--- config.mk ---
export PLATFORM = sky130hd
export DESIGN_NAME = acd_playback_regs
export DESIGN_NICKNAME = d
export VERILOG_FILES = /design/src/acd_pkg.sv /design/src/acd_playback_regs.sv
export SDC_FILE = /design/constraint.sdc
export NUM_CORES = 2
export LEC_CHECK = 0
export BUFFER_PORTS_ARGS = -buffer_cell sky130_fd_sc_hd__buf_2
export CAP_MARGIN = 20
export CORE_UTILIZATION = 56
export DETAILED_ROUTE_END_ITERATION = 10
export PLACE_DENSITY = 0.76
export SLEW_MARGIN = 0
export SYNTH_ARGS = -nofsm -noshare
export SYNTH_HDL_FRONTEND = slang
export SYNTH_SLANG_ARGS = --single-unit
--- constraint.sdc ---
create_clock -name clock -period 27.5 [get_ports clock]
set_input_delay 1.375 -clock clock [delete_from_list [all_inputs] [get_ports clock]]
set_output_delay 1.375 -clock clock [all_outputs]
set_load 0.01 [all_outputs]
--- src/acd_pkg.sv ---
/*
  Shared constants and carrier types for the playback/record digital
  control block: register indices, field positions, reset values, timing.
  Assumes APB byte addresses equal four times the register index.
*/
package acd_pkg;
  localparam int unsigned CLOCK_HZ = 125_000_000;
  localparam int unsigned NREG = 9;
  localparam logic [7:0] IDX_LEFT_VOL = 8'h32;
  localparam logic [7:0] IDX_RIGHT_VOL = 8'h33;
  localparam logic [7:0] IDX_FRAME_RATE = 8'h35;
  localparam logic [7:0] IDX_CLK_CTRL = 8'h36;
  localparam logic [7:0] IDX_ROLE = 8'h37;
  localparam logic [7:0] IDX_STATUS = 8'h38;
  localparam logic [7:0] IDX_MUTE = 8'h3A;
  localparam logic [7:0] IDX_MUTE_STYLE = 8'h3B;
  localparam logic [7:0] IDX_SIDETONE = 8'h3C;
  localparam logic [7:0] IDX_REC_FILT = 8'h40;
  // order of the writable register slots
  localparam logic [7:0] REG_IDX [NREG] = '{IDX_LEFT_VOL, IDX_RIGHT_VOL, IDX_FRAME_RATE,
    IDX_CLK_CTRL, IDX_ROLE, IDX_MUTE, IDX_MUTE_STYLE, IDX_SIDETONE, IDX_REC_FILT};
  localparam logic [15:0] REG_MASK [NREG] = '{16'h80FF, 16'h80FF, 16'h0FFF, 16'h0017,
    16'h0001, 16'h4000, 16'h7000, 16'h3C00, 16'h8303};
  localparam logic [15:0] REG_RESET [NREG] = '{16'h00C0, 16'h00C0, 16'h0040, 16'h0000,
    16'h0000, 16'h4000, 16'h0000, 16'h0000, 16'h8000};
  localparam int unsigned SLOT_LEFT_VOL = 0;
  localparam int unsigned SLOT_RIGHT_VOL = 1;
  localparam int unsigned SLOT_FRAME_RATE = 2;
  localparam int unsigned SLOT_CLK_CTRL = 3;
  localparam int unsigned SLOT_ROLE = 4;
  localparam int unsigned SLOT_MUTE = 5;
  localparam int unsigned SLOT_MUTE_STYLE = 6;
  localparam int unsigned SLOT_SIDETONE = 7;
  localparam int unsigned SLOT_REC_FILT = 8;
  localparam int unsigned POS_PLAY_ON = 15;
  localparam int unsigned POS_COMMIT = 8;
  localparam int unsigned POS_GEN_ON = 11;
  localparam int unsigned POS_CLK_POL = 4;
  localparam int unsigned POS_MUTE = 14;
  localparam int unsigned POS_UNSILENCE = 14;
  localparam int unsigned POS_RAMP_SPEED = 13;
  localparam int unsigned POS_STOPBAND = 12;
  localparam int unsigned POS_LEFT_ST = 12;
  localparam int unsigned POS_RIGHT_ST = 10;
  localparam int unsigned POS_DC_ON = 15;
  localparam int unsigned POS_DC_CORNER = 8;
  localparam int unsigned POS_REC_LINV = 1;
  localparam int unsigned POS_REC_RINV = 0;
  localparam logic [10:0] PHASE_MIN = 11'h008;
  localparam logic [7:0] RATE_TICKS_PER_SAMPLE = 8'hFF;
  localparam logic [4:0] RAMP_FAST_SAMPLES = 5'h01;
  localparam logic [4:0] RAMP_SLOW_SAMPLES = 5'h1F;
  localparam int unsigned DC_FRAC = 11;
  typedef struct packed {
    logic signed [15:0] left;
    logic signed [15:0] right;
  } acd_stereo_type;
endpackage

--- src/acd_playback_regs.sv ---
/*
  Digital control of the playback/record converter path: APB register set,
  volume commit, mute ramp, rate divider, frame clock, sidetone, record
  dc block and polarity, with a playback sample FIFO.
  Assumes clock stands in for the system audio clock and that bit_clock
  arrives asynchronously from the pin.
*/
// Our own choice: the APB slave port.
// Behaviour
// - New left and right gains stay pending until a one is written to the commit bit of either.
// - The right gain is eight bits, zero is silence, one the lowest gain, each code one step up.
// - As clock master the frame clock is generated only while its generation bit is set.
// - An eleven-bit field sets bit clocks per frame phase, below eight invalid, reset sixty-four.
// - A three-bit divider divides the system clock by 1, 1.5, 2, 3, 4, 5.5 or 6; 111 reserved.
// - With the style bit clear, unmuting makes the gain jump to the programmed volumes.
// - With the style bit set, unmuting makes the gain ramp up to the programmed volumes.
// - With the speed bit clear the ramp steps at half the sample rate.
// - With the speed bit set the ramp steps at one thirty-second of the sample rate.
// - A bit selects the normal or sloping-stopband playback filter response.
// - Left sidetone select adds nothing, the left or the right record channel.
// - Right sidetone select adds nothing, the left or the right record channel.
// - The record high-pass filter runs while its bit is set, which resets set.
// - A two-bit corner picks first order 2^-11 or second order 2^-5, 2^-4, 2^-3.
// - Per-channel bits pass record samples unchanged or invert their polarity.
`timescale 1ns/10ps

module acd_fifo #(
  parameter int WIDTH = 32,
  parameter int DEPTH = 16
) (
  input wire logic clock,
  input wire logic reset_n,
  input wire logic in_valid,
  output logic in_ready,
  input wire logic [WIDTH-1:0] in_data,
  output logic out_valid,
  input wire logic out_ready,
  output logic [WIDTH-1:0] out_data,
  output logic [$clog2(DEPTH):0] level
);
  localparam int AW = $clog2(DEPTH);
  if (DEPTH < 2 || (DEPTH & (DEPTH - 1)) != 0) begin : g_bad_depth
    $error("fifo depth must be a power of two, at least 2");
  end
  logic [WIDTH-1:0] mem [DEPTH];
  logic [AW:0] wr_ptr;
  logic [AW:0] rd_ptr;
  wire push = in_valid & in_ready;
  wire pop = out_valid & out_ready;
  assign level = wr_ptr - rd_ptr;
  assign in_ready = (level != (AW + 1)'(DEPTH));
  assign out_valid = (level != '0);
  assign out_data = mem[rd_ptr[AW-1:0]];
  always_ff @(posedge clock) begin
    if (push) begin
      mem[wr_ptr[AW-1:0]] <= in_data;
    end
  end
  always_ff @(posedge clock or negedge reset_n) begin
    if (!reset_n) begin
      wr_ptr <= '0;
      rd_ptr <= '0;
    end else begin
      wr_ptr <= wr_ptr + (AW + 1)'(push);
      rd_ptr <= rd_ptr + (AW + 1)'(pop);
    end
  end
endmodule // acd_fifo

module acd_dc_block (
  input wire logic clock,
  input wire logic reset_n,
  input wire logic enable,
  input wire logic step,
  input wire logic [3:0] shift,
  input wire logic signed [15:0] x,
  output logic signed [15:0] y
);
  import acd_pkg::*;
  logic signed [31:0] dc_acc;
  wire logic signed [16:0] diff = 17'(x) - 17'(dc_acc >>> DC_FRAC);
  wire logic signed [31:0] delta = (32'(diff) <<< DC_FRAC) >>> shift;
  assign y = (diff > 17'sd32767) ? 16'sh7FFF : (diff < -17'sd32768) ? 16'sh8000 : diff[15:0];
  always_ff @(posedge clock or negedge reset_n) begin
    if (!reset_n) begin
      dc_acc <= '0;
    end else if (!enable) begin
      dc_acc <= '0;
    end else if (step) begin
      dc_acc <= dc_acc + delta;
    end
  end
endmodule // acd_dc_block

module acd_playback_regs import acd_pkg::*; #(
  parameter int FIFO_DEPTH = 16
) (
  input wire logic clock,
  input wire logic reset_n,
  input wire logic psel,
  input wire logic penable,
  input wire logic pwrite,
  input wire logic [11:0] paddr,
  input wire logic [31:0] pwdata,
  output logic [31:0] prdata,
  output logic pready,
  output logic pslverr,
  input wire logic bit_clock,
  output logic frame_clock,
  output logic frame_clock_oe,
  input wire logic play_in_valid,
  output logic play_in_ready,
  input wire acd_stereo_type play_in_data,
  output logic play_out_valid,
  output acd_stereo_type play_out_data,
  input wire logic rec_in_valid,
  input wire acd_stereo_type rec_in_data,
  output logic rec_out_valid,
  output acd_stereo_type rec_out_data,
  output logic [7:0] left_playback_gain,
  output logic [7:0] right_playback_gain,
  output logic left_playback_on,
  output logic right_playback_on,
  output logic playback_stopband_shape,
  output logic playback_clock_invert,
  output logic sample_tick
);
  if (FIFO_DEPTH < 2 || FIFO_DEPTH > 64) begin : g_bad_param
    $error("FIFO_DEPTH out of range");
  end
  localparam int LW = $clog2(FIFO_DEPTH) + 1;

  logic [1:0] rst_sync;
  wire rst_n = rst_sync[1];
  always_ff @(posedge clock or negedge reset_n) begin
    if (!reset_n) begin
      rst_sync <= 2'h0;
    end else begin
      rst_sync <= {rst_sync[0], 1'b1};
    end
  end

  // bus decode
  wire logic [7:0] bus_idx = paddr[9:2];
  wire logic bus_aligned = (paddr[1:0] == 2'h0) && (paddr[11:10] == 2'h0);
  wire logic bus_write = psel & penable & pwrite;
  wire logic status_hit = bus_aligned && (bus_idx == IDX_STATUS);
  logic [15:0] reg_q [NREG];
  logic [NREG-1:0] hit;
  logic [LW-1:0] fifo_level;
  logic [7:0] cur_left;
  logic [7:0] cur_right;

  for (genvar i = 0; i < NREG; i++) begin : g_reg
    assign hit[i] = bus_aligned && (bus_idx == REG_IDX[i]);
    always_ff @(posedge clock or negedge rst_n) begin
      if (!rst_n) begin
        reg_q[i] <= REG_RESET[i];
      end else if (bus_write && hit[i]) begin
        reg_q[i] <= pwdata[15:0] & REG_MASK[i];
      end
    end
  end

  wire logic mapped = (|hit) | status_hit;
  logic [31:0] next_prdata;
  always_comb begin
    next_prdata = 32'h0000_0000;
    for (int i = 0; i < NREG; i++) begin
      if (hit[i]) begin
        next_prdata = {16'h0000, reg_q[i]};
      end
    end
    if (status_hit) begin
      next_prdata = {8'h00, 2'(0), 6'(fifo_level), cur_left, cur_right};
    end
  end
  // read data captured in the setup cycle, so the access phase answers at once
  always_ff @(posedge clock or negedge rst_n) begin
    if (!rst_n) begin
      prdata <= 32'h0000_0000;
    end else if (psel && !penable && !pwrite) begin
      prdata <= next_prdata;
    end
  end
  assign pready = 1'b1;
  assign pslverr = psel & penable & ~mapped;

  // field views
  wire logic [15:0] lvol = reg_q[SLOT_LEFT_VOL];
  wire logic [15:0] rvol = reg_q[SLOT_RIGHT_VOL];
  wire logic [15:0] frate = reg_q[SLOT_FRAME_RATE];
  wire logic [15:0] style = reg_q[SLOT_MUTE_STYLE];
  wire logic [15:0] side = reg_q[SLOT_SIDETONE];
  wire logic [15:0] rfilt = reg_q[SLOT_REC_FILT];
  wire logic [2:0] playback_rate_divider = reg_q[SLOT_CLK_CTRL][2:0];
  wire logic playback_mute = reg_q[SLOT_MUTE][POS_MUTE];
  wire logic playback_unsilence_style = style[POS_UNSILENCE];
  wire logic playback_ramp_speed = style[POS_RAMP_SPEED];
  wire logic [1:0] left_sidetone_source = side[POS_LEFT_ST +: 2];
  wire logic [1:0] right_sidetone_source = side[POS_RIGHT_ST +: 2];
  wire logic record_dc_block_on = rfilt[POS_DC_ON];
  wire logic [1:0] record_dc_block_corner = rfilt[POS_DC_CORNER +: 2];
  assign left_playback_on = lvol[POS_PLAY_ON];
  assign right_playback_on = rvol[POS_PLAY_ON];
  assign playback_stopband_shape = style[POS_STOPBAND];
  assign playback_clock_invert = reg_q[SLOT_CLK_CTRL][POS_CLK_POL];

  // volume commit: either register's commit bit applies both pending gains
  logic [7:0] target_left;
  logic [7:0] target_right;
  wire logic commit = bus_write && (hit[SLOT_LEFT_VOL] || hit[SLOT_RIGHT_VOL])
    && pwdata[POS_COMMIT];
  always_ff @(posedge clock or negedge rst_n) begin
    if (!rst_n) begin
      target_left <= REG_RESET[SLOT_LEFT_VOL][7:0];
      target_right <= REG_RESET[SLOT_RIGHT_VOL][7:0];
    end else if (commit) begin
      target_left <= hit[SLOT_LEFT_VOL] ? pwdata[7:0] : lvol[7:0];
      target_right <= hit[SLOT_RIGHT_VOL] ? pwdata[7:0] : rvol[7:0];
    end
  end

  // rate divider in half cycles, so 1.5 and 5.5 come out exact on average
  logic [4:0] half_div;
  always_comb begin
    unique case (playback_rate_divider)
      3'h0: half_div = 5'h02;
      3'h1: half_div = 5'h03;
      3'h2: half_div = 5'h04;
      3'h3: half_div = 5'h06;
      3'h4: half_div = 5'h08;
      3'h5: half_div = 5'h0B;
      3'h6: half_div = 5'h0C;
      3'h7: half_div = 5'h00;
    endcase
  end
  logic [4:0] rate_acc;
  logic [7:0] rate_count;
  wire logic [4:0] rate_sum = rate_acc + 5'h02;
  wire logic rate_tick = (half_div != 5'h00) && (rate_sum >= half_div);
  always_ff @(posedge clock or negedge rst_n) begin
    if (!rst_n) begin
      rate_acc <= 5'h00;
      rate_count <= 8'h00;
    end else if (half_div == 5'h00) begin
      rate_acc <= 5'h00;
    end else begin
      rate_acc <= rate_tick ? rate_sum - half_div : rate_sum;
      if (rate_tick) begin
        rate_count <= (rate_count == RATE_TICKS_PER_SAMPLE) ? 8'h00 : rate_count + 8'h01;
      end
    end
  end
  assign sample_tick = rate_tick && (rate_count == RATE_TICKS_PER_SAMPLE);

  // mute and gain ramp
  logic [4:0] ramp_count;
  wire logic [4:0] ramp_last = playback_ramp_speed ? RAMP_SLOW_SAMPLES : RAMP_FAST_SAMPLES;
  wire logic ramp_tick = sample_tick && (ramp_count >= ramp_last);
  always_ff @(posedge clock or negedge rst_n) begin
    if (!rst_n) begin
      ramp_count <= 5'h00;
    end else if (sample_tick) begin
      ramp_count <= ramp_tick ? 5'h00 : ramp_count + 5'h01;
    end
  end
  function automatic logic [7:0] step_to(input logic [7:0] cur, input logic [7:0] tgt);
    step_to = (cur < tgt) ? cur + 8'h01 : (cur > tgt) ? cur - 8'h01 : cur;
  endfunction
  always_ff @(posedge clock or negedge rst_n) begin
    if (!rst_n) begin
      cur_left <= 8'h00;
      cur_right <= 8'h00;
    end else if (playback_mute) begin
      cur_left <= 8'h00;
      cur_right <= 8'h00;
    end else if (!playback_unsilence_style) begin
      cur_left <= target_left;
      cur_right <= target_right;
    end else if (ramp_tick) begin
      cur_left <= step_to(cur_left, target_left);
      cur_right <= step_to(cur_right, target_right);
    end
  end
  assign left_playback_gain = cur_left;
  assign right_playback_gain = cur_right;

  // frame clock from the bit clock pin
  logic [2:0] bc_sync;
  logic bc_level;
  logic [10:0] phase_count;
  wire logic bc_agree = (bc_sync[1] == bc_sync[2]);
  wire logic bc_rise = bc_agree && bc_sync[2] && !bc_level;
  wire logic clock_master = reg_q[SLOT_ROLE][0];
  wire logic gen_on = clock_master && frate[POS_GEN_ON];
  wire logic [10:0] phase_field = frate[10:0];
  // invalid short phases are clamped rather than run too fast
  wire logic [10:0] phase_len = (phase_field < PHASE_MIN) ? PHASE_MIN : phase_field;
  always_ff @(posedge clock or negedge rst_n) begin
    if (!rst_n) begin
      bc_sync <= 3'h0;
      bc_level <= 1'b0;
    end else begin
      bc_sync <= {bc_sync[1:0], bit_clock};
      if (bc_agree) begin
        bc_level <= bc_sync[2];
      end
    end
  end
  always_ff @(posedge clock or negedge rst_n) begin
    if (!rst_n) begin
      phase_count <= 11'h000;
      frame_clock <= 1'b0;
    end else if (!gen_on) begin
      phase_count <= 11'h000;
      frame_clock <= 1'b0;
    end else if (bc_rise) begin
      if (phase_count == phase_len - 11'h001) begin
        phase_count <= 11'h000;
        frame_clock <= ~frame_clock;
      end else begin
        phase_count <= phase_count + 11'h001;
      end
    end
  end
  assign frame_clock_oe = gen_on;

  // record path: polarity then dc block
  function automatic logic signed [15:0] neg_sat(input logic signed [15:0] v);
    neg_sat = (v == 16'sh8000) ? 16'sh7FFF : -v;
  endfunction
  wire logic signed [15:0] rec_l = rfilt[POS_REC_LINV] ? neg_sat(rec_in_data.left)
    : rec_in_data.left;
  wire logic signed [15:0] rec_r = rfilt[POS_REC_RINV] ? neg_sat(rec_in_data.right)
    : rec_in_data.right;
  logic [3:0] dc_shift;
  always_comb begin
    unique case (record_dc_block_corner)
      2'h0: dc_shift = 4'hB;
      2'h1: dc_shift = 4'h5;
      2'h2: dc_shift = 4'h4;
      2'h3: dc_shift = 4'h3;
    endcase
  end
  wire logic second_order = (record_dc_block_corner != 2'h0);
  logic signed [15:0] st_in [4];
  logic signed [15:0] st_out [4];
  assign st_in[0] = rec_l;
  assign st_in[1] = rec_r;
  assign st_in[2] = st_out[0];
  assign st_in[3] = st_out[1];
  for (genvar s = 0; s < 4; s++) begin : g_dc
    acd_dc_block u_dc (
      .clock(clock),
      .reset_n(rst_n),
      .enable(record_dc_block_on && (s < 2 || second_order)),
      .step(rec_in_valid),
      .shift(dc_shift),
      .x(st_in[s]),
      .y(st_out[s])
    );
  end
  always_ff @(posedge clock or negedge rst_n) begin
    if (!rst_n) begin
      rec_out_valid <= 1'b0;
      rec_out_data <= '0;
    end else begin
      rec_out_valid <= rec_in_valid;
      if (rec_in_valid) begin
        if (!record_dc_block_on) begin
          rec_out_data <= '{left: rec_l, right: rec_r};
        end else if (second_order) begin
          rec_out_data <= '{left: st_out[2], right: st_out[3]};
        end else begin
          rec_out_data <= '{left: st_out[0], right: st_out[1]};
        end
      end
    end
  end

  // playback path: fifo drained one frame per sample tick
  acd_stereo_type fifo_data;
  logic fifo_valid;
  acd_fifo #(.WIDTH($bits(acd_stereo_type)), .DEPTH(FIFO_DEPTH)) u_fifo (
    .clock(clock),
    .reset_n(rst_n),
    .in_valid(play_in_valid),
    .in_ready(play_in_ready),
    .in_data(play_in_data),
    .out_valid(fifo_valid),
    .out_ready(sample_tick),
    .out_data(fifo_data),
    .level(fifo_level)
  );
  function automatic logic signed [15:0] mix(input logic signed [15:0] a,
      input logic [1:0] src, input acd_stereo_type rec);
    logic signed [16:0] sum;
    sum = 17'(a);
    if (src == 2'h1) begin
      sum = 17'(a) + 17'(rec.left);
    end else if (src == 2'h2) begin
      sum = 17'(a) + 17'(rec.right);
    end
    mix = (sum > 17'sd32767) ? 16'sh7FFF : (sum < -17'sd32768) ? 16'sh8000 : sum[15:0];
  endfunction
  wire logic signed [15:0] mix_l = mix(fifo_data.left, left_sidetone_source, rec_out_data);
  wire logic signed [15:0] mix_r = mix(fifo_data.right, right_sidetone_source, rec_out_data);
  wire logic emit = sample_tick && fifo_valid;
  always_ff @(posedge clock or negedge rst_n) begin
    if (!rst_n) begin
      play_out_valid <= 1'b0;
      play_out_data <= '0;
    end else begin
      play_out_valid <= emit;
      if (emit) begin
        play_out_data.left <= (!left_playback_on || cur_left == 8'h00) ? 16'sh0000 : mix_l;
        play_out_data.right <= (!right_playback_on || cur_right == 8'h00)
          ? 16'sh0000 : mix_r;
      end
    end
  end
endmodule // acd_playback_regs

# Yosys cells after proc, flatten, opt, wreduce, memory -nomap -nowiden
# Memories as Yosys holds them, arrays and structs flattened.
# Index checks and enable logic that the tools add are counted.
# totals
inputBits,116
romBits,32
ramBits,512
elab_cells,248
memories,2
reg_bits,352
output_inout_bits,124
# op_classes
reduce_logical,54
n_lt_le_gt_ge,19
n_bitwise,9
n_eq_ne,30
n_addsub,27
n_shift,4
mux,69
# mem_list
memory,words,width,read_ports,rd_clocked_by_memory_dff,write_ports,line_no,rtl
u_fifo.mem,16,32,1,0,1,acd_playback_regs.sv:45,logic [WIDTH-1:0] mem [DEPTH];
(no name shown),8,4,1,0,0,acd_playback_regs.sv:227,unique case (playback_rate_divider)
# op_table
op,count
$mux W16,27
$mux W32,10
$add A32 B32 Y32,4
$sshr A28 B4 Y32,4
$mux W8,13
$gt A17 B16 Y1 const B,6
$lt A17 B16 Y1 const B,6
$eq A8 B6 Y1 const B,9
$add A16 B16 Y17,4
$mux W17,4
$sub A16 B17 Y17,4
$mux W11,4
$eq A16 B16 Y1 const B,2
$logic_and A1 B1 Y1,32
$neg A16 Y16,2
$add A8 B1 Y8 const B,3
$mux W21,1
$mux W5,4
$gt A8 B8 Y1,2
$logic_not A8 Y1,2
$lt A8 B8 Y1,2
$pmux W4 S4,1
$sub A8 B1 Y8 const B,2
$add A11 B1 Y11 const B,1
other kinds (30),63

# Depth between registers and ports, before layout
# depth
ltp_word,13
depth_mapped,45
depth_no_buf,42

# By module
# Synthesis repeated with hierarchy kept, for this count alone.
# unflattened
hier_cells,5164
area_unflattened_um2,54429.7
# modules_own_cells
mod,cells_each,seq_area_each_um2,n_inst,area_each_um2
acd_fifo,880,15625.0,1,19892.8
acd_playback_regs,1827,5093.6,1,15831.4
acd_dc_block (g_dc[0].u_dc ...),605,700.7,3,4588.2
acd_dc_block (g_dc[1].u_dc),642,700.7,1,4941.0

# Worst setup path before layout
# No wires, ideal clock.
# synth_path
path_type,input to register
startpoint,input rec_in_data[17] (netlist bit)
endpoint,register g_dc[2].u_dc.dc_acc[26]
stages,42
slack_ns,16.748
arrival_ns,10.618
setup_ns,0.133
n_path_buf,5
required_ns,27.367
cell_sequence,inv_1 ha_1 or3b_2 clkbuf_1 nor3b_1 nand2_1 nor3b_1 clkbuf_1 o21ai_0 o21ai_0 ha_1 a211oi_1 nor4b_1 nor4_1 o31ai_1 a221oi_1 xnor2_1 clkbuf_1 (+6 left out) o21a_1 a211oi_1 o2bb2ai_1 o21ai_0 xnor2_1 buf_2 buf_2 nand2_1 o21ai_0 ha_1 a21o_1 a21o_1 a21o_1 a2111oi_0 nor2_1 o41ai_1 xor2_1 o21ai_0
# synth_between
elab_chain_len,12
elab_cells_between_ends,14
classes_between,add/sub (4); order compare (2); eq/ne (1); shift (1); mux (6)
# synth_lines
element,line_no,rtl
start: declaration,acd_playback_regs.sv:117,"input wire acd_stereo_type rec_in_data,"
$neg A16 Y16 or $eq A16 B16 Y1 (tied branches),acd_playback_regs.sv:331,neg_sat = (v == 16'sh8000) ? 16'sh7FFF : -v;
$mux W16,acd_playback_regs.sv:331,
$mux W16 (*),acd_playback_regs.sv:333,wire logic signed [15:0] rec_l = rfilt[POS_REC_LINV] ? neg_sat(rec_in_data.left)
$sub A16 B17 Y17 (*),acd_playback_regs.sv:81,wire logic signed [16:0] diff = 17'(x) - 17'(dc_acc >>> DC_FRAC);
$lt A17 B16 Y1,acd_playback_regs.sv:83,assign y = (diff > 17'sd32767) ? 16'sh7FFF : (diff < -17'sd32768) ? 16'sh8000 : diff[15:0];
$mux W16,acd_playback_regs.sv:83,
$mux W16 (*),acd_playback_regs.sv:83,
$sub A16 B17 Y17 (*),acd_playback_regs.sv:81,
$sshr A28 B4 Y32 (*),acd_playback_regs.sv:82,wire logic signed [31:0] delta = (32'(diff) <<< DC_FRAC) >>> shift;
$add A32 B32 Y32 (*),acd_playback_regs.sv:90,dc_acc <= dc_acc + delta;
$mux W32 (*),acd_playback_regs.sv:89,end else if (step) begin
$mux W32 (*),acd_playback_regs.sv:87,end else if (!enable) begin
end signal: assignment,acd_playback_regs.sv:90,
end: declaration,acd_playback_regs.sv:80,logic signed [31:0] dc_acc;
# Every way passes the cells marked *; elsewhere a longest branch is shown, timed or not. The select of a mux whose other input is x is not followed.
# A chain may end at the register's enable or synchronous reset.

# Worst setup path after layout
# Same ends and word-level chain as after synthesis.

==> results.cfg <==
[floorplan]
io_pins = 240
die_y_um = 304
fp.dieW_um = 304
start_util_pct = 56.6
core_area_um2 = 90000
dieArea_um2 = 92100
row_count = 110

[final_layout]
nets = 5203
area_growth_pct = 10.7
drive_gt1_share_pct = 15.5
mostFrequentLayoutCells = edfxtp_1, nand2_1, o21ai_0
final_common_cell = edfxtp_1

[placement]
gp_congestion = 0.959
place_hpwl_um = 97500
dpl_worst_slack_ns = 14.99
io_buffers = 211

[drt]
vias = 38530
wirelength_um = 144000
ant_nets = 0
drtPass1Iterations = 7
viasPerCell = 6.38
drt-wirelength-per-cell_um = 23.9
drc = 0
first_iter_violations = 4013

[grt]
antenna_found_initial = 15
use_met2_pct = 50.4
use_met1_pct = 41.0
use_met3_pct = 5.48
grt_busiest_layer = met2
grt.total_usage_pct = 31.0
grt_start_max_net_pins = 164
grt_pass1_wl_um = 217000
grt_pass1_vias = 36964
gr-total-overflow = 0

[sta]
tns_ns = 0
skew_ns = 0.0452
drv_slew = 0
rsz0062_at_grt = false
whs_ns = 0.357
final.min_clock_period_ns = 12.08
slew_headroom_pct = 25.6
finalCritPeriodShare_pct = 43.9
setup_viol = 0
worstMarginPinSlew_ns = 1.11
hold_viol = 0
timing.fmax_mhz = 82.8
setup_slack_ns = 15.42

[clocking]
clock_path_buffers = 3
clkTransAtPathRegs_ns = 0.06
cts_tree = done
cts_resized = 0
clock_latency_ns = 0.69
post_cts_buffers = 0
root_buffer = clkbuf_16
numCtsBuffers = 90
numClockSinks = 837
postCtsHoldBufs = 0
htreeDepth = 3

[power]
p_seq_share_pct = 42.4
comb_power_share_pct = 22.3
switching_power_mw = 1.08
power_frac_clock_pct = 35.3
ir_drop_mv = 0.113
p_sw_share_pct = 30.7
p_int_mw = 2.44
powerDensity_nw_per_um2 = 62.5
p_leak_nw = 22.5

[worst_setup_path]
critPathBufInv = 4
crit_required_ns = 28.04
crit_path_frequent_cell = o21ai_0
crit_fanout = 16
reg2reg_slack_ns = 17.16
critPathMaxStageDelay_ns = 0.82
endpoint_kind = flop
crit_family = compound AO/OA/AOI/OAI gates
arrival_ns = 12.62
crit_type = input pin to flop
cp_slowest_cell = xor2_1
start_kind = input pin

[logic_synthesis]
netlist_area_um2 = 50900
synth_edf_count = 512
syn_inst = 4617
ys.flop_type = edfxtp_1
avgSynthCellArea_um2 = 11.0
synthArstFlopShare_pct = 38.8
yosysWarningCount = 0
ys_ff_latch = 837
ys_types = 90
seq_area_frac_synth_pct = 46.2

[min_path]
hold_class = flop to flop

[job]
maxCapViolations = 0

[status]
status = completed
## flip-flops by register name, summed over array words and instances (netlist names), 9 cells and up
signal / count
g_dc.u_dc.dc_acc: 112
frate: 12
phase_count: 11
prdata: 21
play_out_data: 32
rec_out_data: 32
u_fifo.mem: 512
lvol: 9
rvol: 9
## cells in the mapped netlist, types with 13 or more instances
cell type  instances  area (um2)
a211o_1           14         123
a211oi_1          43         323
a21boi_0          14         105
a21o_1            96         721
a21oi_1          266        1330
a221oi_1          15         131
a22oi_1           26         195
a31oi_1           31         194
and2_1            28         175
and3_1            34         213
buf_1             34         128
clkbuf_1         165         619
dfrtp_1          314        7860
edfxtp_1         512       15400
fa_1              16         320
ha_1             292        3650
inv_1            188         706
maj3_1            50         500
mux2_2            91        1020
mux2i_1          125        1250
mux4_2           163        3670
nand2_1          418        1570
nand2b_1          58         363
nand3_1           63         315
nand4_1           22         138
nor2_1           320        1200
nor2b_1           67         419
nor3_1            62         310
nor3b_1           13        97.6
o211ai_1          35         263
o21a_1            50         375
o21ai_0          367        1840
o21ai_1           16        80.1
o21bai_1          33         248
o22ai_1           24         150
o31ai_1           37         278
or3_1             19         119
xnor2_1          148        1300
xor2_1           100         876
## final timing paths
path	endpoint	cells past startpoint	startpoint
worst max-delay path	g_dc[2].u_dc.dc_acc[26]	40	rec_in_data[17]
worst min-delay path	rst_sync[1]	0	rst_sync[0]
worst max register to register	g_dc[2].u_dc.dc_acc[26]	32	rfilt[1]
worst min register to register	rst_sync[1]	0	rst_sync[0]
max in group asynchronous	g_dc[0].u_dc.dc_acc[26]	2	rst_sync[1]
min in group asynchronous	g_dc[3].u_dc.dc_acc[2]	0	rst_sync[1]
## through the flow
stage	std cells	total power, mW	cell area, um2	utilization [%]
6_report	6039	3.52	56400	62.6
5_1_grt	6033	3.66	56300	62.6
4_1_cts	6027	3.52	56300	62.5
3_5_place_dp	5860	2.28	53300	59.2
3_3_place_gp	5860	2.26	53300	59.2
2_1_floorplan	4628	2.05	51000	-
## per-layer routing
| metal | wire length [um] | up-vias |
|---|---|---|
| li1 | - | 17628 |
| met1 | 58600 | 18886 |
| met2 | 67900 | 1645 |
| met3 | 10900 | 359 |
| met4 | 6770 | 12 |
| met5 | 69 | - |
## cell type report
type	count	area (um2)
antenna	9	22.5
tap	1176	1470
inverter	192	721
clock buffer	110	2390
clock inverter	57	623
timing repair buffer	278	1610
multi-input combinational	3380	26000
fill	7079	33700
sequential	837	23500
## kinds of logic after synthesis
group / share of synthesized area, %
multiplexers: 11.7
adder cells (fa/ha/maj): 8.79
XOR/XNOR: 4.47
AND/OR/NAND/NOR: 10.7
flip-flops: 46.2
other: 0.0148
AO/OA/AOI/OAI: 15.0
buffers and inverters: 3.14
## power groups by stage
stage                     clock [mW]  sequential, mW  combinational (mW)
after floorplan                    0            1.50               0.546
after global placement             0            1.51               0.750
after detailed placement           0            1.51               0.768
after CTS                       1.26            1.49               0.774
after global routing            1.30            1.50               0.859
final                           1.24            1.49               0.784
(Power assumes the default switching activity.)
